<file path="src/tcc_defines.vh">
// Constants for the Type-C configuration-channel detect and indicate block
//
// Notes on behaviour
// [RULE1] Bus mode: interrupt pin pulled low on status change, released otherwise.
// [RULE2] Pin mode: audio flag pin low when an audio accessory is found.
// [RULE3] Pin mode current pins hi,lo: 00 high, 10 medium, 11 default.
// [RULE4] Current pins serve the two-wire bus in bus mode, status outputs otherwise.
// [RULE5] ID pin low when acting as host and a valid sink is seen.
// [RULE6] Enable-bar low runs the device; high hibernates and loses register state.
// [RULE7] Role comes from the three-level role strap; a register write overrides it.
// [RULE8] With address strap mid-level, role strap changes take effect any time.
// [RULE9] Host advertised current selectable by register; default level after power-up.
// [RULE10] Three pull-up sources: default, medium 180 uA, high.
// [RULE11] Comparators watched continuously; report attached sink or powered cable.
// [RULE12] Cable-attached bit cleared whenever nothing is connected.
// [RULE13] Interrupt asserted on attach, detach and any detected source current change.
// [RULE14] Host role classifies each CC line as sink, Ra or open per level.
// [RULE15] Sink role reports advertised remote current in status and on pins.
// [RULE16] Which CC line is connected gives the plug orientation.
// [RULE17] Detect audio and debug accessories; report Ra, Rd, Rp or open per line.
// [RULE18] Connection-detect output low when no connection is present.
// [RULE19] Connection-detect output high while a connection is detected.
// [RULE20] Address strap sampled at power-up: high or low bus mode, mid pin mode.
// [RULE21] Bus mode: role strap latched once at power-up; later changes by register.
`ifndef TCC_DEFINES_VH
`define TCC_DEFINES_VH

// ==========================================================
// Three-level strap codes
`define TCC_STRAP_LOW      2'h0
`define TCC_STRAP_HIGH     2'h1
`define TCC_STRAP_MID      2'h2

// ==========================================================
// Role codes, same as the mode-select field
`define TCC_ROLE_SINK      2'h0
`define TCC_ROLE_HOST      2'h1
`define TCC_ROLE_DUAL      2'h2
`define TCC_ROLE_RESET     2'h0

// ==========================================================
// Pull-up current level codes
`define TCC_CUR_DEFAULT    2'h0
`define TCC_CUR_MEDIUM     2'h1
`define TCC_CUR_HIGH       2'h2
`define TCC_CUR_RESET      2'h0
`define TCC_SRC_DEF_UA     80
`define TCC_SRC_MED_UA     180
`define TCC_SRC_HIGH_UA    330

// ==========================================================
// Per-line termination codes
`define TCC_TERM_OPEN      2'h0
`define TCC_TERM_RA        2'h1
`define TCC_TERM_RD        2'h2
`define TCC_TERM_RP        2'h3

// ==========================================================
// Orientation codes
`define TCC_ORIENT_NONE    2'h0
`define TCC_ORIENT_CC1     2'h1
`define TCC_ORIENT_CC2     2'h2

// ==========================================================
// Accessory codes
`define TCC_ACC_NONE       2'h0
`define TCC_ACC_AUDIO      2'h1
`define TCC_ACC_DEBUG      2'h2

// ==========================================================
// Timing: dual-role toggle half period and strap latch delay
`define TCC_TOGGLE_US      50
`define TCC_CLK_MHZ        200
`define TCC_TOGGLE_CYC     (`TCC_TOGGLE_US * `TCC_CLK_MHZ)
`define TCC_LATCH_NS       100
`define TCC_LATCH_CYC      ((`TCC_LATCH_NS * `TCC_CLK_MHZ) / 1000)

`endif

</file>
<file path="src/tcc_cc_classify.v">
// Per-line CC comparator classifier for host and sink roles
`timescale 1ns/100ps
`include "tcc_defines.vh"

module tcc_cc_classify (
   clk,
   rst_b,
   hostRole,
   ccBelowRa,
   ccBelowRd,
   ccAboveRp1,
   ccAboveRp2,
   term,
   rpLevel
);
   input  wire       clk;
   input  wire       rst_b;
   input  wire       hostRole;
   input  wire       ccBelowRa;   // Below the Ra ceiling of current level
   input  wire       ccBelowRd;   // Below the sink ceiling of current level
   input  wire       ccAboveRp1;  // Sink role: above medium threshold
   input  wire       ccAboveRp2;  // Sink role: above high threshold
   output reg  [1:0] term;
   output reg  [1:0] rpLevel;

   reg [1:0] next_term;
   reg [1:0] next_rpLevel;

   // ==========================================================
   // Classification
   // Thresholds are analog and level-specific; logic only sees flags
   always @* begin
      next_term    = `TCC_TERM_OPEN;
      next_rpLevel = `TCC_CUR_DEFAULT;
      if (hostRole) begin
         if (ccBelowRa)
            next_term = `TCC_TERM_RA;                          // RULE14
         else if (ccBelowRd)
            next_term = `TCC_TERM_RD;                          // RULE14
         else
            next_term = `TCC_TERM_OPEN;                        // RULE14
      end else if (!ccBelowRa) begin
         next_term = `TCC_TERM_RP;                             // RULE17
         if (ccAboveRp2)
            next_rpLevel = `TCC_CUR_HIGH;                      // RULE15
         else if (ccAboveRp1)
            next_rpLevel = `TCC_CUR_MEDIUM;                    // RULE15
      end
   end

   // Registered so downstream change detection sees clean edges
   always @(posedge clk or negedge rst_b) begin
      if (!rst_b) begin
         term    <= `TCC_TERM_OPEN;
         rpLevel <= `TCC_CUR_DEFAULT;
      end else begin
         term    <= next_term;
         rpLevel <= next_rpLevel;
      end
   end
endmodule // tcc_cc_classify

</file>
<file path="src/tcc_cc_detect.v">
// Top of the Type-C configuration-channel detect and indicate block
`timescale 1ns/100ps
`include "tcc_defines.vh"

module tcc_cc_detect #(
   parameter TOGGLE_CYC = `TCC_TOGGLE_CYC
) (
   clk,
   rst_b,
   chip_enable_bar,
   adrStrap,
   roleStrap,
   roleOverride,
   roleWrite,
   rpSelect,
   statusAck,
   cc1BelowRa,
   cc1BelowRd,
   cc1AboveRp1,
   cc1AboveRp2,
   cc2BelowRa,
   cc2BelowRd,
   cc2AboveRp1,
   cc2AboveRp2,
   busMode,
   busAdrHigh,
   activeRole,
   hostRole,
   rpSourceEn,
   rpLevelSel,
   cableAttached,
   attachedSink,
   attachedHost,
   orientation,
   accessory,
   cc1Term,
   cc2Term,
   detectedCurrent,
   connection_detect_out,
   idOut,
   idOe_b,
   status_change_irq_n,
   irqOe_b,
   audio_accessory_flag_n,
   audioOe_b,
   source_current_ind_hi,
   indHiOe_b,
   source_current_ind_lo,
   indLoOe_b
);
   input  wire       clk;
   input  wire       rst_b;
   input  wire       chip_enable_bar;      // High: hibernate
   input  wire [1:0] adrStrap;
   input  wire [1:0] roleStrap;
   input  wire [1:0] roleOverride;
   input  wire       roleWrite;            // One-cycle role write strobe
   input  wire [1:0] rpSelect;             // Advertised current level
   input  wire       statusAck;            // Status read clears interrupt
   input  wire       cc1BelowRa;
   input  wire       cc1BelowRd;
   input  wire       cc1AboveRp1;
   input  wire       cc1AboveRp2;
   input  wire       cc2BelowRa;
   input  wire       cc2BelowRd;
   input  wire       cc2AboveRp1;
   input  wire       cc2AboveRp2;
   output wire       busMode;
   output wire       busAdrHigh;
   output reg  [1:0] activeRole;
   output reg        hostRole;
   output reg  [2:0] rpSourceEn;           // One-hot 80/180/330 uA sources
   output reg  [1:0] rpLevelSel;
   output reg        cableAttached;
   output reg        attachedSink;
   output reg        attachedHost;
   output reg  [1:0] orientation;
   output reg  [1:0] accessory;
   output wire [1:0] cc1Term;
   output wire [1:0] cc2Term;
   output reg  [1:0] detectedCurrent;
   output reg        connection_detect_out;
   output wire       idOut;
   output reg        idOe_b;
   output wire       status_change_irq_n;
   output reg        irqOe_b;
   output wire       audio_accessory_flag_n;
   output reg        audioOe_b;
   output wire       source_current_ind_hi;
   output reg        indHiOe_b;
   output wire       source_current_ind_lo;
   output reg        indLoOe_b;

   // Local reset: hibernation wipes all state
   wire        runRst_b = rst_b & ~chip_enable_bar;          // RULE6
   wire        latched;
   wire [1:0]  strapRole;
   wire [1:0]  cc1Rp;
   wire [1:0]  cc2Rp;
   reg         overridden;
   reg  [1:0]  heldRole;
   reg  [1:0]  roleSel;
   reg  [15:0] toggleCnt;
   reg         drpHostPhase;
   reg         irqPending;
   reg  [1:0]  prevCurrent;
   reg         prevConn;
   reg  [1:0]  next_accessory;
   reg  [1:0]  next_orientation;
   reg  [1:0]  next_current;
   reg         next_conn;
   reg         next_sinkSeen;
   reg         next_hostSeen;

   // Open-drain pins only ever pull low
   assign idOut                  = 1'b0;
   assign status_change_irq_n    = 1'b0;
   assign audio_accessory_flag_n = 1'b0;
   assign source_current_ind_hi  = 1'b0;
   assign source_current_ind_lo  = 1'b0;

   // ==========================================================
   // Strap capture
   tcc_strap_latch u_strap (
      .clk       (clk),
      .rst_b     (runRst_b),
      .adrStrap  (adrStrap),
      .roleStrap (roleStrap),
      .latched   (latched),
      .busMode   (busMode),
      .adrHigh   (busAdrHigh),
      .strapRole (strapRole)
   );

   // ==========================================================
   // Role selection
   // Pin mode follows the live strap; bus mode holds the latched one
   always @* begin
      if (overridden)
         roleSel = heldRole;                                   // RULE7
      else if (latched && !busMode)
         roleSel = (roleStrap == `TCC_STRAP_HIGH) ? `TCC_ROLE_HOST :
                   (roleStrap == `TCC_STRAP_LOW)  ? `TCC_ROLE_SINK :
                                                    `TCC_ROLE_DUAL; // RULE8
      else
         roleSel = strapRole;                                  // RULE21
   end

   // Override sticks until hibernation; reserved code 3 is refused
   always @(posedge clk or negedge runRst_b) begin
      if (!runRst_b) begin
         overridden <= 1'b0;
         heldRole   <= `TCC_ROLE_RESET;
         activeRole <= `TCC_ROLE_RESET;
      end else begin
         if (roleWrite && busMode && latched && roleOverride != 2'h3) begin
            overridden <= 1'b1;                                // RULE7
            heldRole   <= roleOverride;
         end
         activeRole <= roleSel;
      end
   end

   // Dual role alternates between advertising and sinking until attached
   always @(posedge clk or negedge runRst_b) begin
      if (!runRst_b) begin
         toggleCnt    <= 16'h0000;
         drpHostPhase <= 1'b0;
      end else if (activeRole != `TCC_ROLE_DUAL || cableAttached) begin
         toggleCnt <= 16'h0000;
      end else if (toggleCnt == TOGGLE_CYC[15:0] - 16'h0001) begin
         toggleCnt    <= 16'h0000;
         drpHostPhase <= ~drpHostPhase;
      end else begin
         toggleCnt <= toggleCnt + 16'h0001;
      end
   end

   // ==========================================================
   // Pull-up current source selection
   // Reserved select code falls back to default rather than no source
   always @(posedge clk or negedge runRst_b) begin
      if (!runRst_b) begin
         hostRole   <= 1'b0;
         rpLevelSel <= `TCC_CUR_RESET;                         // RULE9
         rpSourceEn <= 3'h0;
      end else begin
         hostRole   <= (activeRole == `TCC_ROLE_HOST) ||
                       (activeRole == `TCC_ROLE_DUAL && drpHostPhase);
         rpLevelSel <= (busMode && rpSelect != 2'h3) ? rpSelect
                                                     : `TCC_CUR_DEFAULT; // RULE9
         if (!hostRole)
            rpSourceEn <= 3'h0;
         else case (rpLevelSel)
            `TCC_CUR_MEDIUM: rpSourceEn <= 3'h2;                // RULE10
            `TCC_CUR_HIGH:   rpSourceEn <= 3'h4;                // RULE10
            default:         rpSourceEn <= 3'h1;                // RULE10
         endcase
      end
   end

   // ==========================================================
   // Per-line classifiers
   tcc_cc_classify u_cc1 (
      .clk        (clk),
      .rst_b      (runRst_b),
      .hostRole   (hostRole),
      .ccBelowRa  (cc1BelowRa),
      .ccBelowRd  (cc1BelowRd),
      .ccAboveRp1 (cc1AboveRp1),
      .ccAboveRp2 (cc1AboveRp2),
      .term       (cc1Term),
      .rpLevel    (cc1Rp)
   );

   tcc_cc_classify u_cc2 (
      .clk        (clk),
      .rst_b      (runRst_b),
      .hostRole   (hostRole),
      .ccBelowRa  (cc2BelowRa),
      .ccBelowRd  (cc2BelowRd),
      .ccAboveRp1 (cc2AboveRp1),
      .ccAboveRp2 (cc2AboveRp2),
      .term       (cc2Term),
      .rpLevel    (cc2Rp)
   );

   // ==========================================================
   // Pair evaluation: attach, orientation, accessory, current
   always @* begin
      next_accessory   = `TCC_ACC_NONE;
      next_orientation = `TCC_ORIENT_NONE;
      next_current     = `TCC_CUR_DEFAULT;
      next_sinkSeen    = 1'b0;
      next_hostSeen    = 1'b0;
      if (cc1Term == `TCC_TERM_RA && cc2Term == `TCC_TERM_RA)
         next_accessory = `TCC_ACC_AUDIO;                      // RULE17
      else if (cc1Term == `TCC_TERM_RD && cc2Term == `TCC_TERM_RD)
         next_accessory = `TCC_ACC_DEBUG;                      // RULE17
      else if (cc1Term == `TCC_TERM_RD) begin
         next_sinkSeen    = 1'b1;                              // RULE11
         next_orientation = `TCC_ORIENT_CC1;                   // RULE16
      end else if (cc2Term == `TCC_TERM_RD) begin
         next_sinkSeen    = 1'b1;                              // RULE11
         next_orientation = `TCC_ORIENT_CC2;                   // RULE16
      end else if (cc1Term == `TCC_TERM_RP) begin
         next_hostSeen    = 1'b1;
         next_orientation = `TCC_ORIENT_CC1;                   // RULE16
         next_current     = cc1Rp;                             // RULE15
      end else if (cc2Term == `TCC_TERM_RP) begin
         next_hostSeen    = 1'b1;
         next_orientation = `TCC_ORIENT_CC2;                   // RULE16
         next_current     = cc2Rp;                             // RULE15
      end
      next_conn = next_sinkSeen | next_hostSeen | (next_accessory != `TCC_ACC_NONE);
   end

   // Status registers; all cleared when nothing is connected
   always @(posedge clk or negedge runRst_b) begin
      if (!runRst_b) begin
         cableAttached         <= 1'b0;
         attachedSink          <= 1'b0;
         attachedHost          <= 1'b0;
         orientation           <= `TCC_ORIENT_NONE;
         accessory             <= `TCC_ACC_NONE;
         detectedCurrent       <= `TCC_CUR_DEFAULT;
         connection_detect_out <= 1'b0;
      end else begin
         cableAttached         <= next_conn;                   // RULE12
         attachedSink          <= next_sinkSeen;               // RULE11
         attachedHost          <= next_hostSeen;
         orientation           <= next_orientation;
         accessory             <= next_accessory;
         detectedCurrent       <= next_current;                // RULE15
         connection_detect_out <= next_conn;                   // RULE18 RULE19
      end
   end

   // ==========================================================
   // Change interrupt; a new event wins over a same-cycle ack
   always @(posedge clk or negedge runRst_b) begin
      if (!runRst_b) begin
         prevConn    <= 1'b0;
         prevCurrent <= `TCC_CUR_DEFAULT;
         irqPending  <= 1'b0;
      end else begin
         prevConn    <= cableAttached;
         prevCurrent <= detectedCurrent;
         if ((prevConn != cableAttached) || (prevCurrent != detectedCurrent))
            irqPending <= 1'b1;                                // RULE13
         else if (statusAck)
            irqPending <= 1'b0;
      end
   end

   // ==========================================================
   // Pin enables, low means pulling low
   // Bus mode frees the current pins for the two-wire bus
   always @(posedge clk or negedge runRst_b) begin
      if (!runRst_b) begin
         idOe_b    <= 1'b1;
         irqOe_b   <= 1'b1;
         audioOe_b <= 1'b1;
         indHiOe_b <= 1'b1;
         indLoOe_b <= 1'b1;
      end else begin
         idOe_b    <= ~(hostRole & attachedSink);              // RULE5
         irqOe_b   <= ~(busMode & irqPending);                 // RULE1
         audioOe_b <= ~(!busMode && latched &&
                        accessory == `TCC_ACC_AUDIO);          // RULE2
         indHiOe_b <= ~(!busMode && latched &&
                        detectedCurrent == `TCC_CUR_HIGH);     // RULE3 RULE4
         indLoOe_b <= ~(!busMode && latched &&
                        detectedCurrent != `TCC_CUR_DEFAULT);  // RULE3 RULE4
      end
   end
endmodule // tcc_cc_detect

</file>
<file path="src/tcc_strap_latch.v">
// Power-up latch of the address and role straps
`timescale 1ns/100ps
`include "tcc_defines.vh"

module tcc_strap_latch #(
   parameter LATCH_CYC = `TCC_LATCH_CYC
) (
   clk,
   rst_b,
   adrStrap,
   roleStrap,
   latched,
   busMode,
   adrHigh,
   strapRole
);
   input  wire       clk;
   input  wire       rst_b;
   input  wire [1:0] adrStrap;
   input  wire [1:0] roleStrap;
   output reg        latched;
   output reg        busMode;
   output reg        adrHigh;
   output reg  [1:0] strapRole;

   reg [7:0] waitCnt;

   // ==========================================================
   // Capture after release; async reset loads constants only
   always @(posedge clk or negedge rst_b) begin
      if (!rst_b) begin
         waitCnt   <= 8'h00;
         latched   <= 1'b0;
         busMode   <= 1'b0;
         adrHigh   <= 1'b0;
         strapRole <= `TCC_ROLE_RESET;
      end else if (!latched) begin
         waitCnt <= waitCnt + 8'h01;
         if (waitCnt == LATCH_CYC[7:0]) begin
            latched   <= 1'b1;
            busMode   <= (adrStrap != `TCC_STRAP_MID);      // RULE20
            adrHigh   <= (adrStrap == `TCC_STRAP_HIGH);     // RULE20
            strapRole <= (roleStrap == `TCC_STRAP_HIGH) ? `TCC_ROLE_HOST :
                         (roleStrap == `TCC_STRAP_LOW)  ? `TCC_ROLE_SINK :
                                                          `TCC_ROLE_DUAL; // RULE7
         end
      end
   end
endmodule // tcc_strap_latch
</file>
<file path="config.mk">
export PLATFORM = sky130hd
export DESIGN_NAME = tcc_cc_detect
export DESIGN_NICKNAME = d
export VERILOG_FILES = /design/src/tcc_cc_classify.v /design/src/tcc_cc_detect.v /design/src/tcc_strap_latch.v
export VERILOG_INCLUDE_DIRS = /design/src /design/src/src
export SDC_FILE = /design/constraint.sdc
export NUM_CORES = 1
export LEC_CHECK = 0
export BUFFER_PORTS_ARGS = -buffer_cell sky130_fd_sc_hd__buf_2
export CORE_UTILIZATION = 58
export DETAILED_ROUTE_END_ITERATION = 8
export GPL_ROUTABILITY_DRIVEN = 0
export HOLD_SLACK_MARGIN = 0.05
export PLACE_DENSITY = 0.87
export SLEW_MARGIN = 40
export SYNTH_ARGS = -nofsm -noshare
export SYNTH_HDL_FRONTEND = slang
export SYNTH_SLANG_ARGS = --single-unit
</file>
<file path="constraint.sdc">
create_clock -name clk -period 7.2 [get_ports clk]
set_clock_uncertainty 0.2 [all_clocks]
set_input_delay 0.72 -clock clk [delete_from_list [all_inputs] [get_ports clk]]
set_output_delay 0.72 -clock clk [all_outputs]
set_load 0.02 [all_outputs]
</file>
==> results of run 1 <==
[routing by layer]
| layer | global-route usage | up-vias | routed length [um] |
|---|---|---|---|
| li1 | - | 887 | - |
| met1 | 0.2686 | 917 | 2106 |
| met2 | 0.3847 | 58 | 2614 |
| met3 | 0.08720 | 18 | 222 |
| met4 | 0.1068 | 0 | 174 |
| met5 | 0 | - | 0 |
[layout make-up]
type	instances	area (um^2)
Multi-Input combinational cell	152	1040
Tap cell	52	65.06
Sequential cell	67	1683
Inverter	9	33.78
Clock inverter	3	40.04
Timing Repair Buffer	50	256.5
Fill cell	315	1247
Clock buffer	13	138.9
[Yosys cell counts, drive strengths merged]
cell type   n
mux2i       3
nand4b      3
nand2b      5
nor4b       3
nand4       6
nor2       26
dfrtp      62
a21oi       3
a21o        1
clkbuf      2
conb        1
and2        5
nand2      12
and4        5
a21boi      1
nand3b      3
or2         1
xnor2      15
dfstp       5
xor2       13
nand3       7
nor4        1
nor4bb      1
a32o        2
o2111ai     1
o21ai       3
ha          5
and3b       2
buf        10
and4b       1
nor2b       6
mux2        5
nor3        2
inv         9
and3        3
nor3b       3
[registers in the layout, indices dropped and copies added (netlist names), 2 cells and up]
signal / cells
toggleCnt: 16
u_strap.waitCnt: 8
rpSourceEn: 3
accessory: 2
activeRole: 2
detectedCurrent: 2
heldRole: 2
orientation: 2
prevCurrent: 2
rpLevelSel: 2
u_cc1.rpLevel: 2
u_cc1.term: 2
u_cc2.rpLevel: 2
u_cc2.term: 2
u_strap.strapRole: 2
[worst max-delay path by stage]
| stage | start | endpoint | slack, ns | cells past startpoint |
|---|---|---|---|---|
| 2_1_floorplan | chip_enable_bar | accessory[0] | 2.16 | 1 |
| 3_3_place_gp | toggleCnt[0] | toggleCnt[7] | 5.27 | 5 |
| 3_5_place_dp | toggleCnt[0] | toggleCnt[7] | 5.17 | 5 |
| 4_1_cts | hostRole | hostRole | 5.08 | 1 |
| 5_1_grt | toggleCnt[0] | toggleCnt[14] | 4.97 | 5 |
| 6_report | hostRole | hostRole | 5.08 | 1 |
[through the flow]
step	hold WS, ns	instance area (um^2)
6_report	0.1956	3257
2_1_floorplan	0.1753	2834
3_3_place_gp	0.1783	3074
3_5_place_dp	0.2020	3074
4_1_cts	0.1973	3253
5_1_grt	0.2255	3257
[cell families after synthesis]
kind of cell | Yosys count
adder cells (fa/ha/maj) | 5
buffers and inverters | 21
multiplexers | 8
other | 1
flip-flops | 67
XOR/XNOR | 28
AND/OR/NAND/NOR | 95
AO/OA/AOI/OAI | 11
[power breakdown]
part / switching (uW) / total [uW] / internal [uW]
Combinational: 59.6 / 95.4 / 35.7
Sequential: 22.1 / 426 / 404
Clock: 127 / 286 / 159
==> results.cfg, run 1 <==
[status]
outcome = complete, no violations

[critical_path]
rr_startpoint = toggleCnt[0]
crit_required_ns = 6.28
crit_slowest_cell = dfrtp_1
crit_chain = buf_2
reg2reg_setup_slack_ns = 5.12
crit_arrival_ns = 1.20
crit_type = flop to primary output
ff2ff_path_depth = 5
cp-start-kind = flop
crit_path_max_fanout = 13
critical-path-top-delay-family = flip-flops
critPathBufInv = 1
reg2reg_to = toggleCnt[2]
cp_slowest_stage_delay_ns = 0.61
endpoint_kind = primary output

[power]
powerDensity_nw_per_um2 = 247.8
finalPower_uw = 807.2
p_leak_uw = 0.001560
ir_worst_vdd_uv = 187.2

[synth]
synth_area_leaders = dfrtp_1 (55%), dfstp_2 (4.7%), xnor2_1 (4.7%)
synth.top_cell.area_share = 0.5504
ys_warn_count = 0
synthSimpleGateAreaFrac = 0.1935
synth_fa_ha_area_frac = 0.02219
ys_seq_area_frac = 0.5970
syn_inst = 236
yosysUniqueCellTypes = 41
muxShareOfSynthArea = 0.03063
synth_largest_area_cell = dfrtp_1
synth-seq-cells = 67
synth_compound_area_frac = 0.02619
synth_top_family_by_area = simple AND/OR/NAND/NOR gates
syn-cell-area_um2 = 2819
syn_area_per_cell_um2 = 11.94
synthXorXnorAreaFrac = 0.08700

[worst_hold_path]
min_to = idOe_b
whs_path_depth = 1
min_path_type = flop to flop
hp-start = attachedSink

[cts]
cts_hold_buf = 0
tritoncts = built
path_clk_slew_ns = 0.06
post_cts_buffers = 0
cts_sinks = 67
insertion_delay_ns = 0.33
clockBufferDepth = 2
htreeDepth = 3
cts_root_buffer = clkbuf_8
cts_resized = 0
cts-buffers-inserted = 9

[detailed_routing]
wire_per_inst_um = 14.79
vias = 1880
ant_nets = 0
drtIter0Drc = 98
dr.pass1.iters = 4
route.detailed.drc = 0
finalWirelength_um = 5117
post_drt_via_cell_ratio = 5.434

[layout]
finalCoreUtilization = 0.7231
stdcell_count = 346
drive_gt1_frac = 0.2619
num_antenna_cells = 0
syn_to_final_growth_pct = 15.53
final_cell_mix = dfrtp_1 (62), buf_2 (49), nor2_1 (25), xnor2_1 (15), xor2_1 (13)
final_common_cell = dfrtp_1
nNetsFinal = 315

[floorplanning]
core_region_area_um2 = 4504
std_cell_rows = 24
ioPinCount = 55
die_area_um2 = 5143
die_w_um = 71.72
start_util = 0.6258
fp.dieH_um = 71.72

[timing]
tightest_slew_ns = 0.6011
final-max-slew-violation-count = 0
timing.slew.headroom = 0.5993
finalHoldViolCount = 0
setup_viol = 0
rsz0062_at_grt = false
fmax_mhz = 472.6
setup-tns-final_ns = 0
fin_crit_sh = 0.2939
min_period_ns = 2.116
setup_slack_ns = 5.084

[place]
post-place-ws_ns = 5.172
placed_cells = 330
dp_hpwl_um = 3530
port-buffer-count = 49

[grt]
grt_overflow = 0
grt_pass1_wl_um = 8763
grt_pass1_vias = 1914
grt_max_degree = 68
antenna_found_initial = 0
track_usage = 0.2320

[run]
drv_cap = 0
Power figures use the tool's default switching activity.
==> run 2, diff against run 1 <==
--- a/config.mk
+++ b/config.mk
@@ -6,12 +6,13 @@
 export SDC_FILE = /design/constraint.sdc
 export NUM_CORES = 1
 export LEC_CHECK = 0
+export ABC_AREA = 1
 export BUFFER_PORTS_ARGS = -buffer_cell sky130_fd_sc_hd__buf_2
-export CORE_UTILIZATION = 58
+export CORE_UTILIZATION = 55
 export DETAILED_ROUTE_END_ITERATION = 8
 export GPL_ROUTABILITY_DRIVEN = 0
 export HOLD_SLACK_MARGIN = 0.05
-export PLACE_DENSITY = 0.87
+export PLACE_DENSITY = 0.83
 export SLEW_MARGIN = 40
 export SYNTH_ARGS = -nofsm -noshare
 export SYNTH_HDL_FRONTEND = slang
==> constraint.sdc (replaced) <==
create_clock -name clk -period 2.05 [get_ports clk]
set_clock_uncertainty 0.2 [all_clocks]
set_input_delay 0.205 -clock clk [delete_from_list [all_inputs] [get_ports clk]]
set_output_delay 0.205 -clock clk [all_outputs]
set_load 0.02 [all_outputs]
==> run 2 against run 1 <==
Against the previous run: hold slack improved by 0.015 ns; critical endpoint is now u_cc2.term[1]; synthesized cell count is 39% higher; clock power grew to 3.3 times the previous value; routed wire length up 29%; via count rose by 29%; largest power group unchanged; area after synthesis up 7.6%; sequential power grew to 3.4 times the previous value; count of clock-buffer cells in the layout fell by 2; global-route usage grew 2.7 points; critical path depth up 1.
==> results.cfg, run 2 <==
[timing]
fmax_mhz = 602.4
min_period_ns = 1.660
finalHoldViolCount = 0
setup_viol = 0
fin_crit_sh = 0.8098
setup-tns-final_ns = 0
fin_hold_ws_ns = 0.2105
final-max-slew-violation-count = 0
rsz0062_at_grt = false

[worst_hold_path]
min_path_type = flop to flop
whs_path_depth = 1

[layout]
seqCellArea_um2 = 1683
largest_register = toggleCnt
multi_input_area_um2 = 1134
nFillCells = 364
largest_reg_flops = 16
num_antenna_cells = 0
drive_gt1_frac = 0.2548
final_common_cell = dfrtp_1
nNetsFinal = 437
syn_to_final_growth_pct = 24.62
final_cell_mix = dfrtp_1 (62), nand2_1 (54), buf_2 (49), inv_1 (47), nor2_1 (42)
finalCoreUtilization = 0.7264
reg_top3 = toggleCnt x16, u_strap.waitCnt x8, rpSourceEn x3

[floorplanning]
ioPinCount = 55
core_region_area_um2 = 5205
start_util = 0.5829
fp.dieH_um = 76.28
std_cell_rows = 26
die_w_um = 76.28
die_area_um2 = 5818

[power]
power.switching_uw = 786.6
pwr-share-comb = 0.134
switching_share = 0.2841
clkPwrFrac = 0.339
seq_power_share = 0.527
p_leak_uw = 0.001877
ir_worst_vdd_uv = 500.4
powerDensity_nw_per_um2 = 732.3
p_int_uw = 1982

[critical_path]
crit_slowest_cell = dfrtp_1
crit_type = flop to flop
cp_slowest_stage_delay_ns = 0.61
crit_required_ns = 2.08
endpoint_kind = flop
crit_chain = a21oi_1, dlygate4sd3_1
crit_arrival_ns = 1.69
crit_path_max_fanout = 11
cp-start-kind = flop
ff2ff_path_depth = 2

[synth]
syn_area_per_cell_um2 = 9.250
synth_edf_count = 0
synth_area_leaders = dfrtp_1 (51%), nand2_1 (6.7%), inv_1 (5.8%)
ys_warn_count = 0
syn_inst = 328
ys_seq_area_frac = 0.5546
yosysUniqueCellTypes = 31
syn-cell-area_um2 = 3034
synth_commonest_cells = dfrtp_1 (62), nand2_1 (54), inv_1 (47)
synth_largest_area_cell = dfrtp_1
synth-async-reset-ratio = 1.000
synthFlopType = dfrtp_1
synth.top_cell.area_share = 0.5113
yosysMostFrequentCell = dfrtp_1
synth-seq-cells = 67

[cts]
insertion_delay_ns = 0.34
post_cts_buffers = 0
tritoncts = built
cts-buffers-inserted = 9
clockBufferDepth = 2
path_clk_slew_ns = 0.08
cts_root_buffer = clkbuf_8
cts_hold_buf = 24
htreeDepth = 3
cts_resized = 0
cts_sinks = 67

[grt]
track_usage = 0.2593
grt_pass1_wl_um = 11540
grt_pass1_vias = 2479
grt_overflow = 0
antenna_found_initial = 0
grt_max_degree = 68

[status]
outcome = complete, no violations

[detailed_routing]
post_drt_via_cell_ratio = 5.002
vias = 2431
drtIter0Drc = 136
wire_per_inst_um = 13.58
dr.pass1.iters = 4
route.detailed.drc = 0
finalWirelength_um = 6602
ant_nets = 0

[run]
drv_cap = 0

[place]
dp_hpwl_um = 4208
port-buffer-count = 49
run 2: cell types whose count changed after synthesis, sizes merged, moves of 6 or more:
| cell | change |
|---|---|
| nand2 | +52 |
| nor2b | -6 |
| o21ai | +12 |
| xnor2 | -10 |
| nand3 | +7 |
| nor2 | +31 |
| inv | +42 |
run 2: cell type report:
| cell class | instances | share of cell area |
|---|---|---|
| Sequential cell | 67 | 0.4451 |
| Multi-Input combinational cell | 207 | 0.2998 |
| Timing Repair Buffer | 75 | 0.1357 |
| Inverter | 51 | 0.05063 |
| Clock buffer | 11 | 0.03475 |
| Tap cell | 70 | 0.02316 |
| Clock inverter | 5 | 0.01092 |
run 2: cell families after synthesis:
logic type	share of synthesized area
flops	0.5546
compound gates	0.04907
fa+ha+maj	0.02062
buf+inv	0.07917
other cells	0.001236
simple gates	0.2548
xor+xnor	0.04041
run 2: power by group through the flow:
| stage | Sequential, uW | Combinational (uW) | Clock (uW) |
|---|---|---|---|
| 5_1_grt | 1470 | 405 | 1030 |
| 2_1_floorplan | 1530 | 152 | 0 |
| 3_3_place_gp | 1480 | 310 | 0 |
| 3_5_place_dp | 1480 | 320 | 0 |
| 4_1_cts | 1460 | 359 | 966 |
| 6_report | 1460 | 370 | 940 |
run 2: metrics by stage:
| step | area [um^2] | cells | total power, uW | worst slack, ns |
|---|---|---|---|---|
| global placement | 3368 | 446 | 1788 | 0.5651 |
| CTS | 3781 | 486 | 2781 | 0.4182 |
| detailed placement | 3368 | 446 | 1801 | 0.5042 |
| floorplan | 3057 | 332 | 1684 | 0.3981 |
| global route | 3781 | 486 | 2906 | 0.3256 |
| finish | 3781 | 486 | 2769 | 0.3898 |
run 2: routing by layer:
metal  share of wire  global-route usage  vias to the layer above  wire, um
li1                -                   -                     1186         -
met1            0.40              0.2962                     1148      2631
met2            0.53              0.4595                       79      3496
met3           0.047             0.07545                       18       309
met4           0.025             0.09423                        0       163
met5               0                   0                        -         0
run 2: worst max-delay path: cells and delay by family (launching register included):
kind	cells	cell delay [ns]
AO/OA/AOI/OAI	1	0.16
buffers and inverters	1	0.58
flip-flops	1	0.61
run 2: final timing paths:
kind | end | slack (ns) | from
max reg2reg | u_cc2.term[1] | 0.39 | hostRole
min reg2reg | irqOe_b | 0.21 | irqPending
min in group asynchronous | u_strap.waitCnt[2] | 0.40 | chip_enable_bar
max | u_cc2.term[1] | 0.39 | hostRole
max in group asynchronous | idOe_b | 0.40 | rst_b
min | irqOe_b | 0.21 | irqPending
==> run 3, diff against run 2 <==
==> constraint.sdc (replaced) <==
create_clock -name clk -period 1.66 [get_ports clk]
set_clock_uncertainty 0.2 [all_clocks]
set_input_delay 0.166 -clock clk [delete_from_list [all_inputs] [get_ports clk]]
set_output_delay 0.166 -clock clk [all_outputs]
set_load 0.02 [all_outputs]
==> run 3 against run 2 <==
Against the previous run: register-to-register slack got worse by 0.35 ns; global-route usage is 1.2 points higher; critical endpoint is now u_strap.adrHigh; critical path depth increased by 5; clock power up 48%; non-clock buffer count increased by 3; utilization up 1.9 points; sequential power increased by 23%.
==> results.cfg, run 3 (synthesized netlist as in run 2, its figures left out) <==
[status]
outcome = complete, no violations

[worst_hold_path]
whs_path_depth = 1
min_path_type = flop to flop
hp-start = attachedSink

[layout]
nNetsFinal = 440
seqCellArea_um2 = 1684
reg_top3 = toggleCnt x16, u_strap.waitCnt x8, rpSourceEn x3
finalCoreUtilization = 0.7450
fin_area_um2 = 3877
multi_input_area_um2 = 1167
nFillCells = 349
largest_register = toggleCnt
syn_to_final_growth_pct = 27.79
num_antenna_cells = 0
final_common_cell = dfrtp_1
drive_gt1_frac = 0.2745
largest_reg_flops = 16
final_cell_mix = dfrtp_1 (61), nand2_1 (52), buf_2 (49), inv_1 (47), nor2_1 (42)

[place]
port-buffer-count = 49
dp_hpwl_um = 4227
post-place-ws_ns = 0.1207
place_area_um2 = 3368

[critical_path]
reg2reg_setup_slack_ns = 0.04
reg2reg_to = u_strap.adrHigh
crit_arrival_ns = 1.65
cp-start-kind = flop
crit_required_ns = 1.69
crit_end = u_strap.adrHigh
crit_type = flop to flop
crit_path_max_fanout = 8
ff2ff_path_depth = 7
cp-startpoint = u_strap.waitCnt[0]
endpoint_kind = flop
rr_startpoint = u_strap.waitCnt[0]

[cts]
path_clk_slew_ns = 0.08
clockBufferDepth = 2
cts_root_buffer = clkbuf_8
cts-buffers-inserted = 9
cts_sinks = 67
insertion_delay_ns = 0.35
tritoncts = built
htreeDepth = 3

[timing]
setup_slack_ns = 0.04387
fmax_mhz = 618.8
setup_viol = 0
setup-tns-final_ns = 0
fin_crit_sh = 0.9736
min_period_ns = 1.616
final-max-slew-violation-count = 0
finalHoldViolCount = 0

[floorplanning]
std_cell_rows = 26
die_area_um2 = 5818
die_w_um = 76.28
fp.dieH_um = 76.28
core_region_area_um2 = 5205
start_util = 0.5829
ioPinCount = 55

[detailed_routing]
finalWirelength_um = 7344
vias = 2480
wire_per_inst_um = 15.02
route.detailed.drc = 0
dr.pass1.iters = 4
ant_nets = 0
drtIter0Drc = 114
post_drt_via_cell_ratio = 5.072

[power]
p_leak_uw = 0.001904
powerDensity_nw_per_um2 = 944.3
ir_worst_vdd_uv = 741.7

[grt]
grt_pass1_vias = 2636
grt_pass1_wl_um = 11990
grt_overflow = 0
track_usage = 0.2709
antenna_found_initial = 0
grt_max_degree = 68

[run]
drv_cap = 0
==> run 3: critical path: stages (launching register included) <==
cell and delay [ns]:
dfrtp_1 0.41, inv_1 0.09, ha_2 0.18, nand2_2 0.07, nor3_4 0.23, nand3_4 0.15
nand2_1 0.11, o21ai_1 0.06
==> run 3: layout make-up <==
class	count	area share
multi-input cells	207	0.3011
clock buffers	9	0.03195
repair buffers	78	0.1410
inverters	51	0.04937
clock inverters	7	0.01968
flip-flops and latches	67	0.4343
well taps	70	0.02259
==> run 3: worst min-delay path by stage <==
stage	end	slack (ns)
after CTS	idOe_b	0.20
after global placement	u_strap.waitCnt[4]	0.13
after detailed placement	u_strap.waitCnt[7]	0.15
final	idOe_b	0.20
after floorplan	u_cc1.term[1]	0.03
after global routing	idOe_b	0.24
==> run 3: layer usage <==
| layer | up-vias | global-route usage | wire (um) |
|---|---|---|---|
| li1 | 1190 | - | - |
| met1 | 1186 | 0.3004 | 2955 |
| met2 | 80 | 0.4901 | 3851 |
| met3 | 24 | 0.05988 | 302 |
| met4 | 0 | 0.1288 | 235 |
| met5 | - | 0 | 0 |
==> run 3: per-stage QoR <==
stage | hold WS (ns) | cells | total power, uW
finish | 0.2020 | 489 | 3662
global route | 0.2368 | 489 | 3798
CTS | 0.2010 | 486 | 3638
detailed placement | 0.1481 | 446 | 2226
global placement | 0.1274 | 446 | 2208
floorplan | 0.02914 | 332 | 2079
==> run 3: timing repair <==
item | CTS | global route
buffers inserted | 0 | 2
endpoints found under the setup margin | 0 | 12
hold buffers | 24 | 0
endpoints found under the hold margin | 81 | 0
resized for setup | 0 | 10
==> run 3: where the power goes <==
group / internal [uW] / switching (uW)
clock: 701 / 686
sequential: 1730 / 71.9
combinational: 171 / 301
total: 2600 / 1060
